[config.mk]
export PLATFORM = sky130hd
export DESIGN_NAME = aasr_top
export DESIGN_NICKNAME = d
export VERILOG_FILES = /design/src/hdl/aasr_pkg.sv /design/src/hdl/aasr_sticky.sv /design/src/hdl/aasr_rise.sv /design/src/hdl/aasr_top.sv
export SDC_FILE = /design/constraint.sdc
export NUM_CORES = 1
export LEC_CHECK = 0
export BUFFER_PORTS_ARGS = -buffer_cell sky130_fd_sc_hd__buf_4
export CAP_MARGIN = 0
export CORE_MARGIN = 2
export CORE_UTILIZATION = 49
export DETAILED_ROUTE_END_ITERATION = 10
export PLACE_DENSITY = 0.82
export RECOVER_POWER = 50
export SETUP_SLACK_MARGIN = 0.4
export SYNTH_ARGS = -nofsm -noshare
export SYNTH_HDL_FRONTEND = slang
export SYNTH_SLANG_ARGS = --single-unit
[constraint.sdc]
create_clock -name clk -period 1.6 [get_ports clk]
set_input_delay 0.24 -clock clk [delete_from_list [all_inputs] [get_ports clk]]
set_output_delay 0.24 -clock clk [all_outputs]
set_load 0.01 [all_outputs]
[src/hdl/aasr_pkg.sv]
// Shared constants and carrier types for the auto-negotiation register bank.
// Assumes a 16-bit management register port with a 5-bit register address.
package aasr_pkg;

    // Register addresses
    localparam logic [4:0] ADDR_ADVERT   = 5'h04;
    localparam logic [4:0] ADDR_PARTNER  = 5'h05;
    localparam logic [4:0] ADDR_EXPAND   = 5'h06;
    localparam logic [4:0] ADDR_IRQ_STAT = 5'h10;
    localparam logic [4:0] ADDR_IRQ_MASK = 5'h11;

    localparam int DATA_W = 16;
    localparam int SEL_W  = 5;
    localparam int IRQ_W  = 3;

    // Advertisement and partner word layout
    localparam int BIT_NEXT_PAGE   = 15;
    localparam int BIT_ACK         = 14;
    localparam int BIT_RESERVED_12 = 12;
    localparam int BIT_TEN_HALF    = 5;
    localparam int SEL_MSB         = 4;
    localparam int SEL_LSB         = 0;

    localparam logic [SEL_W-1:0]  SELECTOR_RST = 5'h01;
    // Partner word bits kept in storage; ack comes live, bit 12 reads zero
    localparam logic [DATA_W-1:0] PARTNER_KEEP = 16'hAFFF;

    // Expansion register layout
    localparam int EXP_LOC_ABLE  = 6;
    localparam int EXP_STOR_LOC  = 5;
    localparam int EXP_PD_FAULT  = 4;
    localparam int EXP_LP_NP     = 3;
    localparam int EXP_LOCAL_NEXT_PAGE_CAPABLE   = 2;
    localparam int EXP_PAGE_RX   = 1;
    localparam int EXP_LP_AN     = 0;
    localparam logic EXP_LOC_ABLE_VAL = 1'b1;
    localparam logic EXP_STOR_LOC_VAL = 1'b1;
    localparam logic EXP_LOCAL_NEXT_PAGE_CAPABLE_VAL  = 1'b1;

    // Interrupt status bits
    localparam int IRQ_PAGE     = 0;
    localparam int IRQ_PD_FAULT = 1;
    localparam int IRQ_LP_AN    = 2;
    localparam logic [IRQ_W-1:0] IRQ_MASK_RST = 3'h0;

    localparam logic [DATA_W-1:0] ZERO_WORD = 16'h0000;

    // A link code word delivered by the negotiation engine
    typedef struct packed {
        logic              valid;
        logic [DATA_W-1:0] word;
    } aasr_page_t;

endpackage

[src/hdl/aasr_sticky.sv]
// Sticky flag bank: hardware sets, a clear request drops, set wins over clear.
// Assumes set and clear are single-clock-domain pulses or levels.
`timescale 1ns/1ps
module aasr_sticky #(
    parameter int WIDTH = 1
) (
    // Clock and reset
    input  wire logic             clk,
    input  wire logic             rst,
    // Control
    input  wire logic [WIDTH-1:0] set,
    input  wire logic [WIDTH-1:0] clr,
    // State
    output logic      [WIDTH-1:0] flag_q
);

    always_ff @(posedge clk or posedge rst) begin
        if (rst) begin
            flag_q <= '0;
        end else begin
            flag_q <= set | (flag_q & ~clr);
        end
    end

endmodule

[src/hdl/aasr_rise.sv]
// Rising-edge detector bank with a registered copy of the input levels.
// Assumes inputs are already synchronous to clk.
`timescale 1ns/1ps
module aasr_rise #(
    parameter int WIDTH = 1
) (
    // Clock and reset
    input  wire logic             clk,
    input  wire logic             rst,
    // Levels in
    input  wire logic [WIDTH-1:0] level,
    // Registered level and one-cycle rise pulse
    output logic      [WIDTH-1:0] level_q,
    output logic      [WIDTH-1:0] rise
);

    always_ff @(posedge clk or posedge rst) begin
        if (rst) begin
            level_q <= '0;
        end else begin
            level_q <= level;
        end
    end

    assign rise = level & ~level_q;

endmodule

[src/hdl/aasr_top.sv]
// Auto-negotiation advertisement, partner ability and expansion registers.
// Assumes a negotiation engine on the same clock delivering received pages
// and status levels, and a management master on the plain register port.
`timescale 1ns/1ps
module aasr_top (
    // Clock and reset
    input  wire logic                         clk,
    input  wire logic                         rst,
    // Strap
    input  wire logic                         strap_ten_half,
    // Negotiation engine
    input  wire aasr_pkg::aasr_page_t         page_in,
    input  wire logic                         partner_ack,
    input  wire logic                         an_complete,
    input  wire logic                         pd_fault,
    input  wire logic                         partner_local_next_page_capable,
    input  wire logic                         partner_an_able,
    // Register port
    input  wire logic [4:0]                   reg_addr,
    input  wire logic [aasr_pkg::DATA_W-1:0]  reg_wdata,
    input  wire logic                         reg_we,
    input  wire logic                         reg_re,
    output logic      [aasr_pkg::DATA_W-1:0]  reg_rdata,
    // Advertised abilities to the engine
    output logic                              adv_ten_half,
    output logic      [aasr_pkg::SEL_W-1:0]   adv_selector,
    // Interrupt
    output logic                              irq
);

    // Address decode
    logic hit_advert;
    logic hit_partner;
    logic hit_expand;
    logic hit_stat;
    logic hit_mask;

    assign hit_advert  = (reg_addr == aasr_pkg::ADDR_ADVERT);
    assign hit_partner = (reg_addr == aasr_pkg::ADDR_PARTNER);
    assign hit_expand  = (reg_addr == aasr_pkg::ADDR_EXPAND);
    assign hit_stat    = (reg_addr == aasr_pkg::ADDR_IRQ_STAT);
    assign hit_mask    = (reg_addr == aasr_pkg::ADDR_IRQ_MASK);

    // ------------------------------------------------------------------
    // Advertisement register, low bits
    // ------------------------------------------------------------------
    logic strap_done_q;
    logic ten_half_q;
    logic [aasr_pkg::SEL_W-1:0] selector_q;

    // Strap is caught in the first clocked cycle after reset release
    always_ff @(posedge clk or posedge rst) begin
        if (rst) begin
            strap_done_q <= 1'b0;
        end else begin
            strap_done_q <= 1'b1;
        end
    end

    always_ff @(posedge clk or posedge rst) begin
        if (rst) begin
            ten_half_q <= 1'b0;
        end else if (!strap_done_q) begin
            ten_half_q <= strap_ten_half;
        end else if (reg_we && hit_advert) begin
            ten_half_q <= reg_wdata[aasr_pkg::BIT_TEN_HALF];
        end
    end

    always_ff @(posedge clk or posedge rst) begin
        if (rst) begin
            selector_q <= aasr_pkg::SELECTOR_RST;
        end else if (reg_we && hit_advert) begin
            selector_q <= reg_wdata[aasr_pkg::SEL_MSB:aasr_pkg::SEL_LSB];
        end
    end

    // New abilities reach the wire straight from the register, without waiting for a renegotiation
    assign adv_ten_half = ten_half_q;
    assign adv_selector = selector_q;

    // ------------------------------------------------------------------
    // Engine status levels, registered, with rise detection
    // ------------------------------------------------------------------
    logic [3:0] lvl_in;
    logic [3:0] lvl_q;
    logic [3:0] lvl_rise;

    assign lvl_in = {partner_ack, pd_fault, partner_local_next_page_capable, partner_an_able};

    aasr_rise #(
        .WIDTH (4)
    ) u_levels (
        .clk     (clk),
        .rst     (rst),
        .level   (lvl_in),
        .level_q (lvl_q),
        .rise    (lvl_rise)
    );

    logic ack_q;
    logic pd_fault_q;
    logic lp_np_q;
    logic lp_an_q;

    assign ack_q      = lvl_q[3];
    assign pd_fault_q = lvl_q[2];
    assign lp_np_q    = lvl_q[1];
    assign lp_an_q    = lvl_q[0];

    // ------------------------------------------------------------------
    // Partner ability register
    // ------------------------------------------------------------------
    logic [aasr_pkg::DATA_W-1:0] partner_q;
    logic                        partner_load;

    // Base page is held once negotiation completes, unless next pages
    // are exchanged, in which case later pages may overwrite it
    assign partner_load = page_in.valid && (!an_complete || partner_local_next_page_capable);

    always_ff @(posedge clk or posedge rst) begin
        if (rst) begin
            partner_q <= aasr_pkg::ZERO_WORD;
        end else if (partner_load) begin
            partner_q <= page_in.word & aasr_pkg::PARTNER_KEEP;
        end
    end

    logic [aasr_pkg::DATA_W-1:0] partner_view;

    always_comb begin
        partner_view                         = partner_q;
        partner_view[aasr_pkg::BIT_ACK]      = ack_q;
        partner_view[aasr_pkg::BIT_RESERVED_12] = 1'b0;
    end

    // ------------------------------------------------------------------
    // Expansion register
    // ------------------------------------------------------------------
    logic page_rx_q;
    logic page_rx_clr;

    assign page_rx_clr = reg_re && hit_expand;

    aasr_sticky #(
        .WIDTH (1)
    ) u_page_flag (
        .clk    (clk),
        .rst    (rst),
        .set    (page_in.valid),
        .clr    (page_rx_clr),
        .flag_q (page_rx_q)
    );

    logic [aasr_pkg::DATA_W-1:0] expand_view;

    always_comb begin
        expand_view                         = aasr_pkg::ZERO_WORD;
        expand_view[aasr_pkg::EXP_LOC_ABLE] = aasr_pkg::EXP_LOC_ABLE_VAL;
        expand_view[aasr_pkg::EXP_STOR_LOC] = aasr_pkg::EXP_STOR_LOC_VAL;
        expand_view[aasr_pkg::EXP_PD_FAULT] = pd_fault_q;
        expand_view[aasr_pkg::EXP_LP_NP]    = lp_np_q;
        expand_view[aasr_pkg::EXP_LOCAL_NEXT_PAGE_CAPABLE]  = aasr_pkg::EXP_LOCAL_NEXT_PAGE_CAPABLE_VAL;
        expand_view[aasr_pkg::EXP_PAGE_RX]  = page_rx_q;
        expand_view[aasr_pkg::EXP_LP_AN]    = lp_an_q;
    end

    // ------------------------------------------------------------------
    // Interrupt status and mask
    // ------------------------------------------------------------------
    logic [aasr_pkg::IRQ_W-1:0] irq_set;
    logic [aasr_pkg::IRQ_W-1:0] irq_clr;
    logic [aasr_pkg::IRQ_W-1:0] irq_stat_q;
    logic [aasr_pkg::IRQ_W-1:0] irq_mask_q;

    always_comb begin
        irq_set                         = '0;
        irq_set[aasr_pkg::IRQ_PAGE]     = page_in.valid;
        irq_set[aasr_pkg::IRQ_PD_FAULT] = lvl_rise[2];
        irq_set[aasr_pkg::IRQ_LP_AN]    = lvl_rise[0];
    end

    // Write one to clear; a same-cycle event keeps the bit set
    assign irq_clr = (reg_we && hit_stat) ? reg_wdata[aasr_pkg::IRQ_W-1:0] : '0;

    aasr_sticky #(
        .WIDTH (aasr_pkg::IRQ_W)
    ) u_irq_stat (
        .clk    (clk),
        .rst    (rst),
        .set    (irq_set),
        .clr    (irq_clr),
        .flag_q (irq_stat_q)
    );

    always_ff @(posedge clk or posedge rst) begin
        if (rst) begin
            irq_mask_q <= aasr_pkg::IRQ_MASK_RST;
        end else if (reg_we && hit_mask) begin
            irq_mask_q <= reg_wdata[aasr_pkg::IRQ_W-1:0];
        end
    end

    always_ff @(posedge clk or posedge rst) begin
        if (rst) begin
            irq <= 1'b0;
        end else begin
            irq <= |(irq_stat_q & irq_mask_q);
        end
    end

    // ------------------------------------------------------------------
    // Read path: data stands in the cycle after the read strobe
    // ------------------------------------------------------------------
    logic [aasr_pkg::DATA_W-1:0] read_mux;

    always_comb begin
        read_mux = aasr_pkg::ZERO_WORD;
        case (1'b1)
            hit_advert: begin
                read_mux[aasr_pkg::BIT_TEN_HALF]                  = ten_half_q;
                read_mux[aasr_pkg::SEL_MSB:aasr_pkg::SEL_LSB]     = selector_q;
            end
            hit_partner: begin
                read_mux = partner_view;
            end
            hit_expand: begin
                read_mux = expand_view;
            end
            hit_stat: begin
                read_mux[aasr_pkg::IRQ_W-1:0] = irq_stat_q;
            end
            hit_mask: begin
                read_mux[aasr_pkg::IRQ_W-1:0] = irq_mask_q;
            end
            default: begin
                read_mux = aasr_pkg::ZERO_WORD;
            end
        endcase
    end

    always_ff @(posedge clk or posedge rst) begin
        if (rst) begin
            reg_rdata <= aasr_pkg::ZERO_WORD;
        end else if (reg_re) begin
            reg_rdata <= read_mux;
        end else begin
            reg_rdata <= aasr_pkg::ZERO_WORD;
        end
    end

endmodule

---- Word level (Yosys, flattened, before mapping) ----
Cells that the tools add are included.
storage, ports and cells
  flip-flop bits (word level) ............. 49
  output and inout port bits .............. 23
  word-level logic and storage cells ...... 48
cells by class
  equality and inequality tests ........... 6
  reduce and logical (&&, ||, !) cells .... 8
  multiplexer cells ....................... 15
  bitwise operators ....................... 9
operators by type and width
  operator                                        count
  two-way mux 3 bit                               9
  two-way mux 10 bit                              2
  two-way mux 16 bit                              1
  == test 5 x 3 -> 1 bit (second input constant)  3
  == test 5 bit (second input constant)           2
  AND 3 bit                                       3
  NOT 3 bit                                       2
  logical AND 1 bit                               5
  two-way mux 1 bit                               3
  OR 3 bit                                        1
  OR reduction 3 bit                              1
  != test 2 x 1 -> 1 bit (second input constant)  1
  AND 1 bit                                       1
  zero test 1 bit                                 1
  logical OR 1 bit                                1
  NOT 1 bit                                       1
  OR 1 bit                                        1

---- Depth between registers and ports, before layout ----
Gate-level depths: netlist of the first run.
  word-level depth ........................ 7
  depth in mapped cells ................... 5
  depth with buffers taken out ............ 4

---- Hierarchy ----
A second synthesis of the first run with hierarchy kept.
unflattened totals
  cell total of the unflattened synthesis .. 163
  area, all modules ....................... 2069.5 sq um
by module, submodules not included
  module                      cells an instance  area each (sq um)  instances
  aasr_top                    140                1757.9             1
  aasr_rise                   9                  158.9              1
  aasr_sticky at u_irq_stat   10                 112.6              1
  aasr_sticky at u_page_flag  4                  40.0               1

---- Least setup slack after synthesis of the first run ----
No wires, ideal clock.
  path type ............................... input-to-reg
  start point ............................. input port an_complete
  end point ............................... register partner_q[0] (netlist name)
  data required time ...................... 1475 ps
  arrival time ............................ 1148 ps
  path buffers ............................ 1
  path slack .............................. 327 ps
  stages .................................. 4
  cell sequence ........................... inv_1 o21ai_1 buf_2 mux2_2
on the way
  cells in the longest elaborated chain, start to end .. 3
ends and longest elaborated chain
  item                  RTL line         RTL
  start, declared       aasr_top.sv:14   input wire logic an_complete,
  zero test 1 bit       aasr_top.sv:119  assign partner_load = page_in.valid && (!an_complete || partner_local_next_page_capable);
  logical OR 1 bit      aasr_top.sv:119
  logical AND 1 bit     aasr_top.sv:119
  end signal, assigned  aasr_top.sv:123  partner_q <= aasr_pkg::ZERO_WORD;
  end signal, assigned  aasr_top.sv:125  partner_q <= page_in.word & aasr_pkg::PARTNER_KEEP;
  end, declared         aasr_top.sv:114  logic [aasr_pkg::DATA_W-1:0] partner_q;
Every way passes these cells.
A chain may end at the register's enable or synchronous reset.

---- Worst setup path in the final report of the first run ----
  start point ............................. input port reg_addr[1]
  end point ............................... register selector_q, in the netlist adv_selector[3]
on the way
  cells in the longest elaborated chain, start to end .. 2
ends and longest elaborated chain
  item                    RTL line        RTL
  start, declared         aasr_top.sv:19  input wire logic [4:0] reg_addr,
  == test 5 x 3 -> 1 bit  aasr_top.sv:38  assign hit_advert = (reg_addr == aasr_pkg::ADDR_ADVERT);
  logical AND 1 bit       aasr_top.sv:73  end else if (reg_we && hit_advert) begin
  end signal, assigned    aasr_top.sv:72  selector_q <= aasr_pkg::SELECTOR_RST;
  end signal, assigned    aasr_top.sv:74  selector_q <= reg_wdata[aasr_pkg::SEL_MSB:aasr_pkg::SEL_LSB];
  end, declared           aasr_top.sv:49  logic [aasr_pkg::SEL_W-1:0] selector_q;
Every way passes these cells.

==> results, run 1 <==
- The number of top-level pins is 71.
- The pin count of the biggest net entering global routing is 23.
- The critical path class is input port to register.
- The maximum clock insertion buffer count is 2.
- Dividing the detail-routed wire length by the instance count gives 14.4 um.
- The routability congestion estimate is 0.862.
- Summing the areas of all xor and xnor instances in the mapped netlist gives 0% of the synthesized area.
- In the post-route analysis, the smallest setup slack over all paths is 0.305 ns.
- Setup repair after global routing could not meet its margin everywhere.
- The worst-path maximum fanout is 14.
- The worst path uses 80.9% of the clock period.
- Clock-pin slew was measured on the worst setup and hold paths at 0.08 ns.
- The tool flagged a number of max-cap violations equal to 0.
- The slowest stage of the critical path is the sky130_fd_sc_hd__clkbuf_1 cell.
- The cell at the root of the clock tree is sky130_fd_sc_hd__clkbuf_8.
- The post-synthesis net count is 202.
- The type of element capturing the critical path is a register.
- The post-route minimum period is 1.30 ns.
- Once detail routing completed, the nets flagged for antenna violations numbered 0.
- The die is 67.8 um tall.
- The TritonCTS clock tree is done.
- The post-synthesis adder-cell area fraction is 0%.
- The setup slack of the worst register-to-register path is 0.51 ns.
- The clock arrives with 0.00941 ns of skew.
- The core footprint is 0.00397 mm2.
- The via count of the first global-routing pass is 1343.
- The delay of the slowest cell on the worst path is 0.42 ns.
- The CTS sink count is 48.
- The worst max-slew margin expressed relative to the limit is 59.6%.
- The worst-case IR drop observed on VDD is 0.000524 V.
- The DRC marker count from the first detailed-route iteration is 51.
- The arrival time at the worst endpoint is 1.49 ns.
- In this run, distinct cell masters in the synthesized netlist total 33.
- The compound-gate portion of the synthesized area is 9.28%.
- After filler insertion, the fill cell instance count of the layout stands at 316.
- The static leakage is 0.00123 uW.
- Before CTS, the worst setup slack after placement is 0.235 ns.
- The total grt overflow is 0.
- The setup TNS after final layout is 0 ns.
- Yosys attributes the largest share of cell area to sky130_fd_sc_hd__dfrtp_1, sky130_fd_sc_hd__mux2_2, sky130_fd_sc_hd__and2_1, sky130_fd_sc_hd__nand2_1, sky130_fd_sc_hd__mux2i_1.
- The cell area after layout is 0.00259 mm2.
- CTS built an H-tree with a depth of 2.
- Walking the worst path, the cells encountered are clkbuf_1, nor2b_1, nand2_1, mux2_2.
- The detailed router placed 1390 vias in this run.
- The number of port buffers is 57.
- The top cell type's share of synthesized area is 59.0%.
- The pre-antenna-repair detailed-routing pass consisted of 4 iterations.
- Leaving out fill and tap cells, the most frequent cell in the layout is sky130_fd_sc_hd__buf_4.
- After detailed placement, the total cell area comes to 0.00251 mm2.
- The starting density of the core is 50.2%.
- The number of antenna diodes in the final layout is 0.
- The tightest min-delay check is of the input port to register type.
- Counting flops and latches in the post-synthesis netlist gives 48.
- The synthesized netlist cell count is 154.
- The average cell area after synthesis is 13.0 um2.
- The floorplan step defined a die boundary enclosing 0.00460 mm2.
- The share of final-layout standard cells stronger than drive strength 1 is 42.3%.
- The maximum clock frequency is 0.772 GHz.
- The number of nets in the layout is 270.
- The horizontal die dimension is 67.8 um.
- The number of endpoints failing setup at the final stage is 0.
- The slew at the pin closest to its max-slew limit is 0.600 ns.
- In the layout the commonest cells are sky130_fd_sc_hd__buf_4, sky130_fd_sc_hd__dfrtp_1, sky130_fd_sc_hd__mux2_2, sky130_fd_sc_hd__nand2_1, sky130_fd_sc_hd__nor2_1.
- For this design the ratio of total power to cell area is 970 mW/mm2.
- The worst hold slack across all endpoints is 0.0678 ns.
- The largest area contributor in the synthesized netlist is sky130_fd_sc_hd__dfrtp_1.
- The synthesized netlist devotes 12.6% of its cell area to simple gates.
- The first global-routing pass estimated 6.33 mm of wire.
- The run finished with clean final reports.
- The share of synthesized area occupied by flip-flops and latches is 60.3%.
- After detailed routing, the number of vias per cell comes to 5.11.
- The number of warning messages in the yosys log is 0.
- The CTS buffer count is 5.
- Once layout is complete, the utilization of the core stands at 65.2%.
- The number of antenna violations at the first check in global routing was 0.
- For the worst setup path, the data required time is 1.79 ns.
- For this block, the routed nets add up to 3.93 mm of wire.
- The global-route usage over all layers is 19.0%.
- The number of remaining DRC errors is 0.
- The row count is 23.
- The number of hold-slack violations in the final timing report is 0.
- Measured against the total synthesized area, the mux share comes to 14.4%.
- The combinational family with the most area after synthesis is multiplexers.
- The source-to-sink clock delay at the later pin of the worst-skew pair is 0.30 ns.
- The summed instance area of the synthesized netlist is 0.00199 mm2.
- Detailed placement finished with a half-perimeter wire length of 3.02 mm.
- The worst setup path is launched from an input port.
- The number of max-slew violations in the final report is 0.
- The post-synthesis to final-layout area growth is 29.8%.
[registers in the layout, summed over array words and instances (netlist names)]
name	flops
partner_q	14
adv_ten_half	1
adv_selector	5
u_levels.level_q	4
strap_done_q	1
u_page_flag.flag_q	1
irq	1
u_irq_stat.flag_q	3
irq_mask_q	3
reg_rdata	15
[logic make-up (layout without fill, tap and decap cells)]
family          count (synthesis)  in the layout
mux                            26             26
compound gates                 27             27
simple gates                   41             41
other cells                     2              2
buf+inv                        10             78
flops                          48             48
[area by class of cell]
| class | instances | area, um2 | share of cell area, % |
|---|---|---|---|
| inverters | 6 | 26.3 | 1.01 |
| flip-flops and latches | 48 | 1200 | 46.4 |
| clock inverters | 1 | 8.76 | 0.338 |
| well taps | 50 | 62.6 | 2.42 |
| clock buffers | 6 | 82.6 | 3.19 |
| repair buffers | 65 | 477 | 18.4 |
| multi-input cells | 96 | 729 | 28.2 |
[final timing paths]
check | start | endpoint | cells past startpoint
setup reg to reg | u_page_flag.flag_q | reg_rdata[1] | 3
setup / recovery | reg_addr[1] | adv_selector[3] | 4
max in group asynchronous | rst | partner_q[6] | 4
hold reg to reg | strap_done_q | adv_ten_half | 1
min in group asynchronous | rst | adv_selector[2] | 3
hold / removal | partner_local_next_page_capable | u_levels.level_q[1] | 1
[synth_stat cells]
| cell | instances |
|---|---|
| sky130_fd_sc_hd__a21boi_0 | 1 |
| sky130_fd_sc_hd__a21o_1 | 2 |
| sky130_fd_sc_hd__a31oi_1 | 2 |
| sky130_fd_sc_hd__a22o_1 | 2 |
| sky130_fd_sc_hd__buf_4 | 1 |
| sky130_fd_sc_hd__a21oi_1 | 6 |
| sky130_fd_sc_hd__o21ai_0 | 3 |
| sky130_fd_sc_hd__o22ai_1 | 1 |
| sky130_fd_sc_hd__nor2_1 | 10 |
| sky130_fd_sc_hd__or2b_2 | 1 |
| sky130_fd_sc_hd__mux2i_1 | 4 |
| sky130_fd_sc_hd__o21ai_1 | 1 |
| sky130_fd_sc_hd__nor3b_4 | 2 |
| sky130_fd_sc_hd__a21oi_2 | 1 |
| sky130_fd_sc_hd__a311o_1 | 2 |
| sky130_fd_sc_hd__nand2_1 | 11 |
| sky130_fd_sc_hd__and3_2 | 1 |
| sky130_fd_sc_hd__and2_1 | 8 |
| sky130_fd_sc_hd__nor3_2 | 1 |
| sky130_fd_sc_hd__inv_1 | 6 |
| sky130_fd_sc_hd__nand2_2 | 1 |
| sky130_fd_sc_hd__a222oi_1 | 1 |
| sky130_fd_sc_hd__a211oi_1 | 5 |
| sky130_fd_sc_hd__nor4b_4 | 1 |
| sky130_fd_sc_hd__dfstp_2 | 1 |
| sky130_fd_sc_hd__nand3_1 | 2 |
| sky130_fd_sc_hd__dfrtp_1 | 47 |
| sky130_fd_sc_hd__conb_1 | 2 |
| sky130_fd_sc_hd__clkbuf_8 | 1 |
| sky130_fd_sc_hd__buf_6 | 1 |
| sky130_fd_sc_hd__mux2_2 | 22 |
| sky130_fd_sc_hd__nor2b_1 | 3 |
| sky130_fd_sc_hd__buf_2 | 1 |
[metrics by stage]
step / total power, uW / cells
floorplan: 1610 / 154
global placement: 1810 / 263
detailed placement: 1830 / 263
CTS: 2550 / 272
global route: 2640 / 272
finish: 2510 / 272
[critical path: cells and delay by family]
kind,cells,cell delay (ns)
muxes,1,0.37
and+or+nand+nor,2,0.44
buffers and inverters,1,0.42
[layer usage]
metal	routed length, um	vias up	GRT usage (%)
met5	0	-	0
met4	67	0	7.50
met3	217	6	5.50
met2	2000	49	30.8
met1	1640	670	24.1
li1	-	665	-
[what timing repair did]
action	CTS	global route
hold buffers	1	0
endpoints found under the setup margin	1	1
resized for setup	0	1
hold endpoints to repair	19	0
pin swaps	0	0
buffers inserted	1	0
[report_power, final]
part | total, uW | internal (uW) | switching [uW]
clock network | 715 | 344 | 371
registers | 1400 | 1330 | 69.1
logic | 401 | 226 | 176
(Power assumes the default switching activity.)
==> inputs of run 2 (changes only) <==
--- a/config.mk
+++ b/config.mk
@@ -8,9 +8,9 @@
 export BUFFER_PORTS_ARGS = -buffer_cell sky130_fd_sc_hd__buf_4
 export CAP_MARGIN = 0
 export CORE_MARGIN = 2
-export CORE_UTILIZATION = 49
+export CORE_UTILIZATION = 44
 export DETAILED_ROUTE_END_ITERATION = 10
-export PLACE_DENSITY = 0.82
+export PLACE_DENSITY = 0.78
 export RECOVER_POWER = 50
 export SETUP_SLACK_MARGIN = 0.4
 export SYNTH_ARGS = -nofsm -noshare
==> constraint.sdc (replaced) <==
create_clock -name clk -period 1.1 [get_ports clk]
set_input_delay 0.165 -clock clk [delete_from_list [all_inputs] [get_ports clk]]
set_output_delay 0.165 -clock clk [all_outputs]
set_load 0.01 [all_outputs]
==> run 2 against run 1 <==
Net effect: largest cell class unchanged; first-iteration DRC count grew 63%; critical path type is now register to output port; power grew 61%; the flow now finishes with violations (negative hold slack, negative setup slack); flip-flop and latch count is the same; via count grew 13%.
==> results, run 2 (synthesis results as in run 1) <==
- Outcome: finished with violations (was finished clean).
- The final reports fail on negative hold slack, negative setup slack.
- The total length of routed wires is 5.16 mm (was 3.93 mm).
- The number of antenna violations at the first check in global routing came to 0 (unchanged).
- The delay of the slowest cell on the worst path came to 0.55 ns (was 0.42 ns).
- The number of optimization iterations in the first detailed-route pass is 4 (unchanged).
- The via count of the first global-routing pass came to 1594 (was 1343).
- The slew at the pin closest to its max-slew limit is 0.794 ns (was 0.600 ns).
- The cell type group with the largest total delay on the critical path is flip-flops (was simple AND/OR/NAND/NOR gates).
- The largest register by flop count is reg_rdata (unchanged).
- The critical path capture point is adv_selector[0] (was adv_selector[3]).
- The number of top-level pins was 71 (unchanged).
- The pin count of the biggest net entering global routing is 21 (was 23).
- The cell at the root of the clock tree is sky130_fd_sc_hd__clkbuf_8 (unchanged).
- The number of levels in the clock H-tree is 2 (unchanged).
- The source-to-sink clock delay at the later pin of the worst-skew pair is 0.30 ns (about the same).
- Most used cells in the layout excluding fill and tap cells: sky130_fd_sc_hd__dfrtp_1, sky130_fd_sc_hd__buf_4, sky130_fd_sc_hd__buf_6, sky130_fd_sc_hd__mux2_4, sky130_fd_sc_hd__and2_4 (was sky130_fd_sc_hd__buf_4, sky130_fd_sc_hd__dfrtp_1, sky130_fd_sc_hd__mux2_2, sky130_fd_sc_hd__nand2_1, sky130_fd_sc_hd__nor2_1).
- The worst-path maximum fanout is 2 (was 14).
- The worst hold path class is input port to async pin (was input port to register).
- The cell with the largest stage delay on the worst path is sky130_fd_sc_hd__dfstp_2 (was sky130_fd_sc_hd__clkbuf_1).
- The setup slack of the worst register-to-register path is 0.07 ns (was 0.51 ns).
- The maximum clock insertion buffer count is 2 (unchanged).
- The flip-flop count of the largest register after layout is 15 (unchanged).
- The cell area after layout came to 0.00316 mm2 (was 0.00259 mm2).
- The power per cell area is 1280 mW/mm2 (was 970 mW/mm2).
- Setup repair after global routing missed its margin: yes (unchanged).
- The data required time at the worst endpoint is 0.94 ns (was 1.79 ns).
- CP cell instances: buf_6 (was clkbuf_1, nor2b_1, nand2_1, mux2_2).
- The number of cells traversed by the worst register-to-register path is 3 (unchanged).
- The horizontal die dimension came to 71.3 um (was 67.8 um).
- The number of port buffers is 57 (unchanged).
- The capture point of the worst reg-to-reg path is reg_rdata[1] (unchanged).
- The cell area after placement came to 0.00267 mm2 (was 0.00251 mm2).
- The number of antenna-violating nets in the routed design was 0 (unchanged).
- The mean routed wirelength per cell was 17.3 um (was 14.4 um).
- The CTS sink count was 48 (unchanged).
- The TritonCTS clock tree is done (unchanged).
- The worst hold slack across all endpoints is -0.0332 ns (was 0.0678 ns).
- The final HPWL from detailed placement is 3.20 mm (was 3.02 mm).
- The critical path class is register to output port (was input port to register).
- The number of endpoints failing setup at the final stage was 1 (was 0).
- The type of element capturing the critical path is an output port (was register).
- The worst clock skew on the final layout came to 0.00694 ns (was 0.00941 ns).
- The floorplan die area is 0.00509 mm2 (was 0.00460 mm2).
- The vias per cell is 5.27 (was 5.11).
- The worst supply voltage drop on vdd was 0.000706 V (was 0.000524 V).
- The type of origin of the critical path is a register (was input port).
- The via total after detailed routing is 1576 (was 1390).
- The row count is 24 (was 23).
- For this run, the top clock speed supported by timing is 0.895 GHz.
- The routability congestion estimate came to 0.787 (was 0.862).
- The reg-to-reg critical path startpoint is u_irq_stat.flag_q[1] (was u_page_flag.flag_q).
- For the finished layout, the period the worst path requires is 1.12 ns.
- The number of max-slew violations in the final report came to 0 (unchanged).
- The CTS buffer count was 5 (unchanged).
- The launching element of the worst setup path is adv_selector[0] (was reg_addr[1]).
- The worst max-slew margin expressed relative to the limit was 46.8% (was 59.6%).
- The total power consumption of the routed design is 4030 uW (was 2510 uW).
- The DRC marker count from the first detailed-route iteration is 83 (was 51).
- The total grt overflow is 0 (unchanged).
- The number of remaining DRC errors is 0 (unchanged).
- The number of nets in the layout came to 295 (was 270).
- The global-route usage over all layers came to 20.3% (was 19.0%).
- The instance count on the critical path is 1 (was 4).
- The static leakage is 0.00152 uW (was 0.00123 uW).
- The number of hold-slack violations in the final timing report came to 15 (was 0).
- The setup slack of the critical path after layout is -0.0170 ns (was 0.305 ns).
- The share of final-layout standard cells stronger than drive strength 1 is 59.1% (was 42.3%).
- The most common library cell in the layout ignoring fill and taps is sky130_fd_sc_hd__dfrtp_1 (was sky130_fd_sc_hd__buf_4).
- The arrival time at the worst endpoint is 0.95 ns (was 1.49 ns).
- The first-pass GRT wire length came to 7.89 mm (was 6.33 mm).
- The number of buffers and inverters on the critical path is 1 (unchanged).
- The core footprint came to 0.00435 mm2 (was 0.00397 mm2).
- The clock transition at the register clock pins on the worst setup and hold paths after CTS is 0.09 ns (was 0.08 ns).
- The number of maximum-capacitance constraint violations is 0 (unchanged).
- The post-synthesis to final-layout area growth came to 58.5% (was 29.8%).
- The die extent in y is 71.3 um (was 67.8 um).
- The starting density of the core is 45.8% (was 50.2%).
- The number of cells in the finished layout apart from fillers is 299 (was 272).
- The number of buffers inserted by hold repair at cts is 4 (was 1).
- The share of the clock period used by the worst path is 102%.
- The number of inserted diodes is 0 (unchanged).
- The cell count after placement is 272 (was 263).
## run 2: changes by cell type in the layout (fill, tap and decap cells not counted), sizes merged
cell,previous run,this run
buf,53,77
clkbuf,17,15
clkinvlp,1,2
dlygate4sd3,1,4
inv,5,4
## run 2: timing repair
action / CTS / global route
setup endpoints to repair: 65 / 65
setup buffers: 13 / 3
gates resized for setup: 55 / 27
endpoints found under the hold margin: 19 / 15
pin swaps: 17 / 15
## run 2: area by class of cell
| class | instances | area, um2 |
|---|---|---|
| clock buffers | 6 | 82.6 |
| clock inverters | 1 | 8.76 |
| fillers | 271 | 1190 |
| inverters | 6 | 32.5 |
| multi-input cells | 96 | 937 |
| flip-flops and latches | 48 | 1200 |
| well taps | 52 | 65.1 |
| repair buffers | 90 | 832 |
## run 2: worst min path at each step
stage,to,slack [ns],cells after the start
after detailed placement,partner_q[13],0.20,2
after global routing,partner_q[13],0.003,2
final,adv_selector[1],-0.03,2
after global placement,reg_rdata[13],0.19,2
after floorplan,adv_selector[1],0.19,1
after CTS,partner_q[13],-0.13,2
## run 2: where the power goes
group          leakage (uW)  switching [uW]  internal [uW]
clock network     0.0000473             575            502
registers          0.000588             126           1930
logic              0.000885             349            553
total               0.00152            1050           2980
## run 2: layer usage
metal | wire length, um | global-route usage (%)
met2 | 2730 | 32.4
met3 | 258 | 4.92
met5 | 0 | 0
met4 | 96 | 7.55
met1 | 2080 | 27.1
## run 2: per-stage QoR
stage	setup TNS, ns	util, %	setup WS, ns
after floorplan	0	-	0.0111
after global placement	-2.62	61.3	-0.192
after detailed placement	-3.05	61.3	-0.199
after CTS	-0.0211	71.3	-0.0211
after global routing	-0.0598	72.6	-0.0439
final	-0.0170	72.6	-0.0170
## run 2: worst register-to-register path: stages (launching register included)
cell	delay (ns)
sky130_fd_sc_hd__dfrtp_1	0.39
sky130_fd_sc_hd__a211oi_2	0.08
sky130_fd_sc_hd__a311o_1	0.35
sky130_fd_sc_hd__a21oi_2	0.14
==> inputs of run 3 (changes only) <==
--- a/config.mk
+++ b/config.mk
@@ -12,7 +12,6 @@
 export DETAILED_ROUTE_END_ITERATION = 10
 export PLACE_DENSITY = 0.78
 export RECOVER_POWER = 50
-export SETUP_SLACK_MARGIN = 0.4
 export SYNTH_ARGS = -nofsm -noshare
 export SYNTH_HDL_FRONTEND = slang
 export SYNTH_SLANG_ARGS = --single-unit
==> run 3 against run 2 <==
Net effect: the flow now finishes without violations; register-to-register slack about the same; design area shrank 13%; worst hold slack improved by 0.12 ns; power is 1.7% lower; largest cell class unchanged; critical endpoint unchanged; worst setup slack improved by 0.018 ns; highest routed layer unchanged; clock power is 21% higher.
==> results, run 3 (synthesis results as in run 1) <==
- The CTS buffer count came to 5 (unchanged).
- The floorplan die area is 0.00509 mm2 (unchanged).
- The sink of the worst hold path is u_page_flag.flag_q.
- The number of maximum-capacitance constraint violations came to 0 (unchanged).
- The pin count of the biggest net entering global routing was 41 (was 21).
- The data required time at the worst endpoint came to 0.94 ns (about the same).
- The type of element capturing the critical path is an output port (unchanged).
- The number of port buffers came to 57 (unchanged).
- The number of buffers and inverters on the critical path is 1 (unchanged).
- The mean routed wirelength per cell is 14.0 um (was 17.3 um).
- The number of antenna violations at the first check in global routing is 0 (unchanged).
- The sequential standard cell area came to 0.00120 mm2 (unchanged).
- The number of inserted diodes came to 0 (unchanged).
- The setup slack of the critical path after layout came to 0.00141 ns (was -0.0170 ns).
- The startpoint identified for the worst hold timing path is page_in[16].
- The number of top-level pins is 71 (unchanged).
- Outcome: finished clean (was finished with violations).
- The total grt overflow is 0 (unchanged).
- CP cell instances: buf_6 (unchanged).
- The total power consumption of the routed design came to 3970 uW (was 4030 uW).
- The static leakage is 0.00133 uW (was 0.00152 uW).
- The number of cells in the finished layout apart from fillers was 289 (was 299).
- The die extent in y came to 71.3 um (unchanged).
- The CTS sink count is 48 (unchanged).
- The total length of routed wires is 4.04 mm (was 5.16 mm).
- The number of max-slew violations in the final report is 0 (unchanged).
- The type of origin of the critical path is a register (unchanged).
- The worst supply voltage drop on vdd is 0.000848 V (was 0.000706 V).
- The cell area after layout was 0.00276 mm2 (was 0.00316 mm2).
- The power per cell area is 1440 mW/mm2 (was 1280 mW/mm2).
- The DRC marker count from the first detailed-route iteration is 82 (was 83).
- The critical path class is register to output port (unchanged).
- Most used cells in the layout excluding fill and tap cells: sky130_fd_sc_hd__buf_4, sky130_fd_sc_hd__dfrtp_1, sky130_fd_sc_hd__mux2_2, sky130_fd_sc_hd__nand2_1, sky130_fd_sc_hd__nor2_1 (was sky130_fd_sc_hd__dfrtp_1, sky130_fd_sc_hd__buf_4, sky130_fd_sc_hd__buf_6, sky130_fd_sc_hd__mux2_4, sky130_fd_sc_hd__and2_4).
- The maximum clock insertion buffer count is 2 (unchanged).
- The reg-to-reg critical path startpoint was u_irq_stat.flag_q[1] (unchanged).
- The source-to-sink clock delay at the later pin of the worst-skew pair is 0.29 ns (was 0.30 ns).
- The clock transition at the register clock pins on the worst setup and hold paths after CTS is 0.08 ns (was 0.09 ns).
- The arrival time at the worst endpoint is 0.93 ns (was 0.95 ns).
- The core footprint came to 0.00435 mm2 (unchanged).
- The maximum clock frequency is 0.910 GHz (was 0.895 GHz).
- The largest register by flop count was reg_rdata (unchanged).
- The post-route minimum period is 1.10 ns (was 1.12 ns).
- The share of the clock period used by the worst path is 99.9% (was 102%).
- The starting density of the core was 45.8% (unchanged).
- The flip-flop count of the largest register after layout is 15 (unchanged).
- The cell with the largest stage delay on the worst path is sky130_fd_sc_hd__dfstp_2 (unchanged).
- The cell count after placement is 274 (was 272).
- The number of optimization iterations in the first detailed-route pass is 4 (unchanged).
- The final HPWL from detailed placement is 3.06 mm (was 3.20 mm).
- The TritonCTS clock tree was done (unchanged).
- The capture point of the worst reg-to-reg path was reg_rdata[1] (unchanged).
- The global-route usage over all layers is 16.7% (was 20.3%).
- The hold-critical path depth is 2.
- The layout filler cell count is 364 (was 271).
- The via count of the first global-routing pass is 1473 (was 1594).
- The via total after detailed routing is 1454 (was 1576).
- The setup TNS after final layout is 0 ns (was -0.0170 ns).
- The launching element of the worst setup path was adv_selector[0] (unchanged).
- The worst clock skew on the final layout is 0.00704 ns (was 0.00694 ns).
- The number of antenna-violating nets in the routed design is 0 (unchanged).
- The cell area after placement is 0.00258 mm2 (was 0.00267 mm2).
- The total area of multi-input combinational cells came to 737 um2 (was 937 um2).
- The number of nets in the layout is 284 (was 295).
- The first-pass GRT wire length is 6.68 mm (was 7.89 mm).
- The row count was 24 (unchanged).
- The worst-path maximum fanout is 2 (unchanged).
- The delay of the slowest cell on the worst path is 0.55 ns (about the same).
- The horizontal die dimension is 71.3 um (unchanged).
- The most common library cell in the layout ignoring fill and taps is sky130_fd_sc_hd__buf_4 (was sky130_fd_sc_hd__dfrtp_1).
- The vias per cell is 5.03 (was 5.27).
- The number of endpoints failing setup at the final stage is 0 (was 1).
- The cell type group with the largest total delay on the critical path is flip-flops (unchanged).
- The setup slack of the worst register-to-register path came to 0.07 ns (about the same).
- The routability congestion estimate is 0.873 (was 0.787).
- The cell at the root of the clock tree is sky130_fd_sc_hd__clkbuf_8 (unchanged).
- The share of final-layout standard cells stronger than drive strength 1 was 47.3% (was 59.1%).
- The worst hold path class is input port to register (was input port to async pin).
- The number of hold-slack violations in the final timing report is 0 (was 15).
- The post-synthesis to final-layout area growth is 38.3% (was 58.5%).
- Setup repair after global routing missed its margin: yes (unchanged).
- The number of cells traversed by the worst register-to-register path is 3 (unchanged).
- The number of levels in the clock H-tree was 2 (unchanged).
- The worst setup slack after placement is -0.189 ns (was -0.199 ns).
- The number of remaining DRC errors came to 0 (unchanged).
-- run 3: cell count changes in the layout (fill, tap and decap cells not counted), moves of 5 or more --
cell	previous run	this run
sky130_fd_sc_hd__buf_4	40	64
sky130_fd_sc_hd__a21oi_2	6	1
sky130_fd_sc_hd__and2_1	0	8
sky130_fd_sc_hd__buf_6	32	1
sky130_fd_sc_hd__mux2_2	0	22
sky130_fd_sc_hd__a21oi_1	1	6
sky130_fd_sc_hd__mux2_4	18	0
sky130_fd_sc_hd__and2_4	8	0
-- run 3: worst max-delay path by stage --
| stage | to | cells past startpoint |
|---|---|---|
| floorplan | adv_selector[1] | 3 |
| global placement | reg_rdata[0] | 5 |
| detailed placement | reg_rdata[1] | 5 |
| CTS | adv_selector[0] | 1 |
| global route | adv_selector[0] | 1 |
| finish | adv_selector[0] | 1 |
-- run 3: cell type report --
cell class              instances  share of cell area (%)
well taps                      52                    2.36
inverters                       6                   0.862
multi-input cells              96                    26.7
clock inverters                 2                    1.41
flip-flops and latches         48                    43.6
clock buffers                   6                    2.99
repair buffers                 79                    22.1
-- run 3: layer usage --
layer  wire length [um]  vias up  GRT usage (%)
met5                  0        -              0
met4                 52        0           6.71
met3                228        6           4.50
met2               1990       40           26.1
met1               1770      709           22.1
li1                   -      699              -
-- run 3: worst reg2reg max path, cell delays in order, from the launching register on --
cell and delay [ns]:
sky130_fd_sc_hd__dfrtp_1 0.41, sky130_fd_sc_hd__a211oi_1 0.09, sky130_fd_sc_hd__a311o_1 0.34, sky130_fd_sc_hd__a21oi_2 0.14
-- run 3: power breakdown --
group | internal (uW) | switching (uW) | total, uW | leakage (uW)
clock | 743 | 568 | 1310 | 0.0000614
combinational | 372 | 259 | 631 | 0.000678
sequential | 1930 | 95.5 | 2020 | 0.000588
total | 3040 | 922 | 3970 | 0.00133
-- run 3: through the flow --
stage	util, %	hold WS [ns]
final	63.3	0.0871
after global routing	63.3	0.0777
after CTS	63.5	0.0884
after detailed placement	59.3	0.124
after global placement	59.3	0.119
after floorplan	-	0.194
-- run 3: repair_timing --
action / CTS / global route
gates resized for setup: 1 / 1
hold buffers: 5 / 0
endpoints found under the setup margin: 1 / 3
buffers inserted: 1 / 1
hold endpoints to repair: 11 / 0
pin swaps: 0 / 1
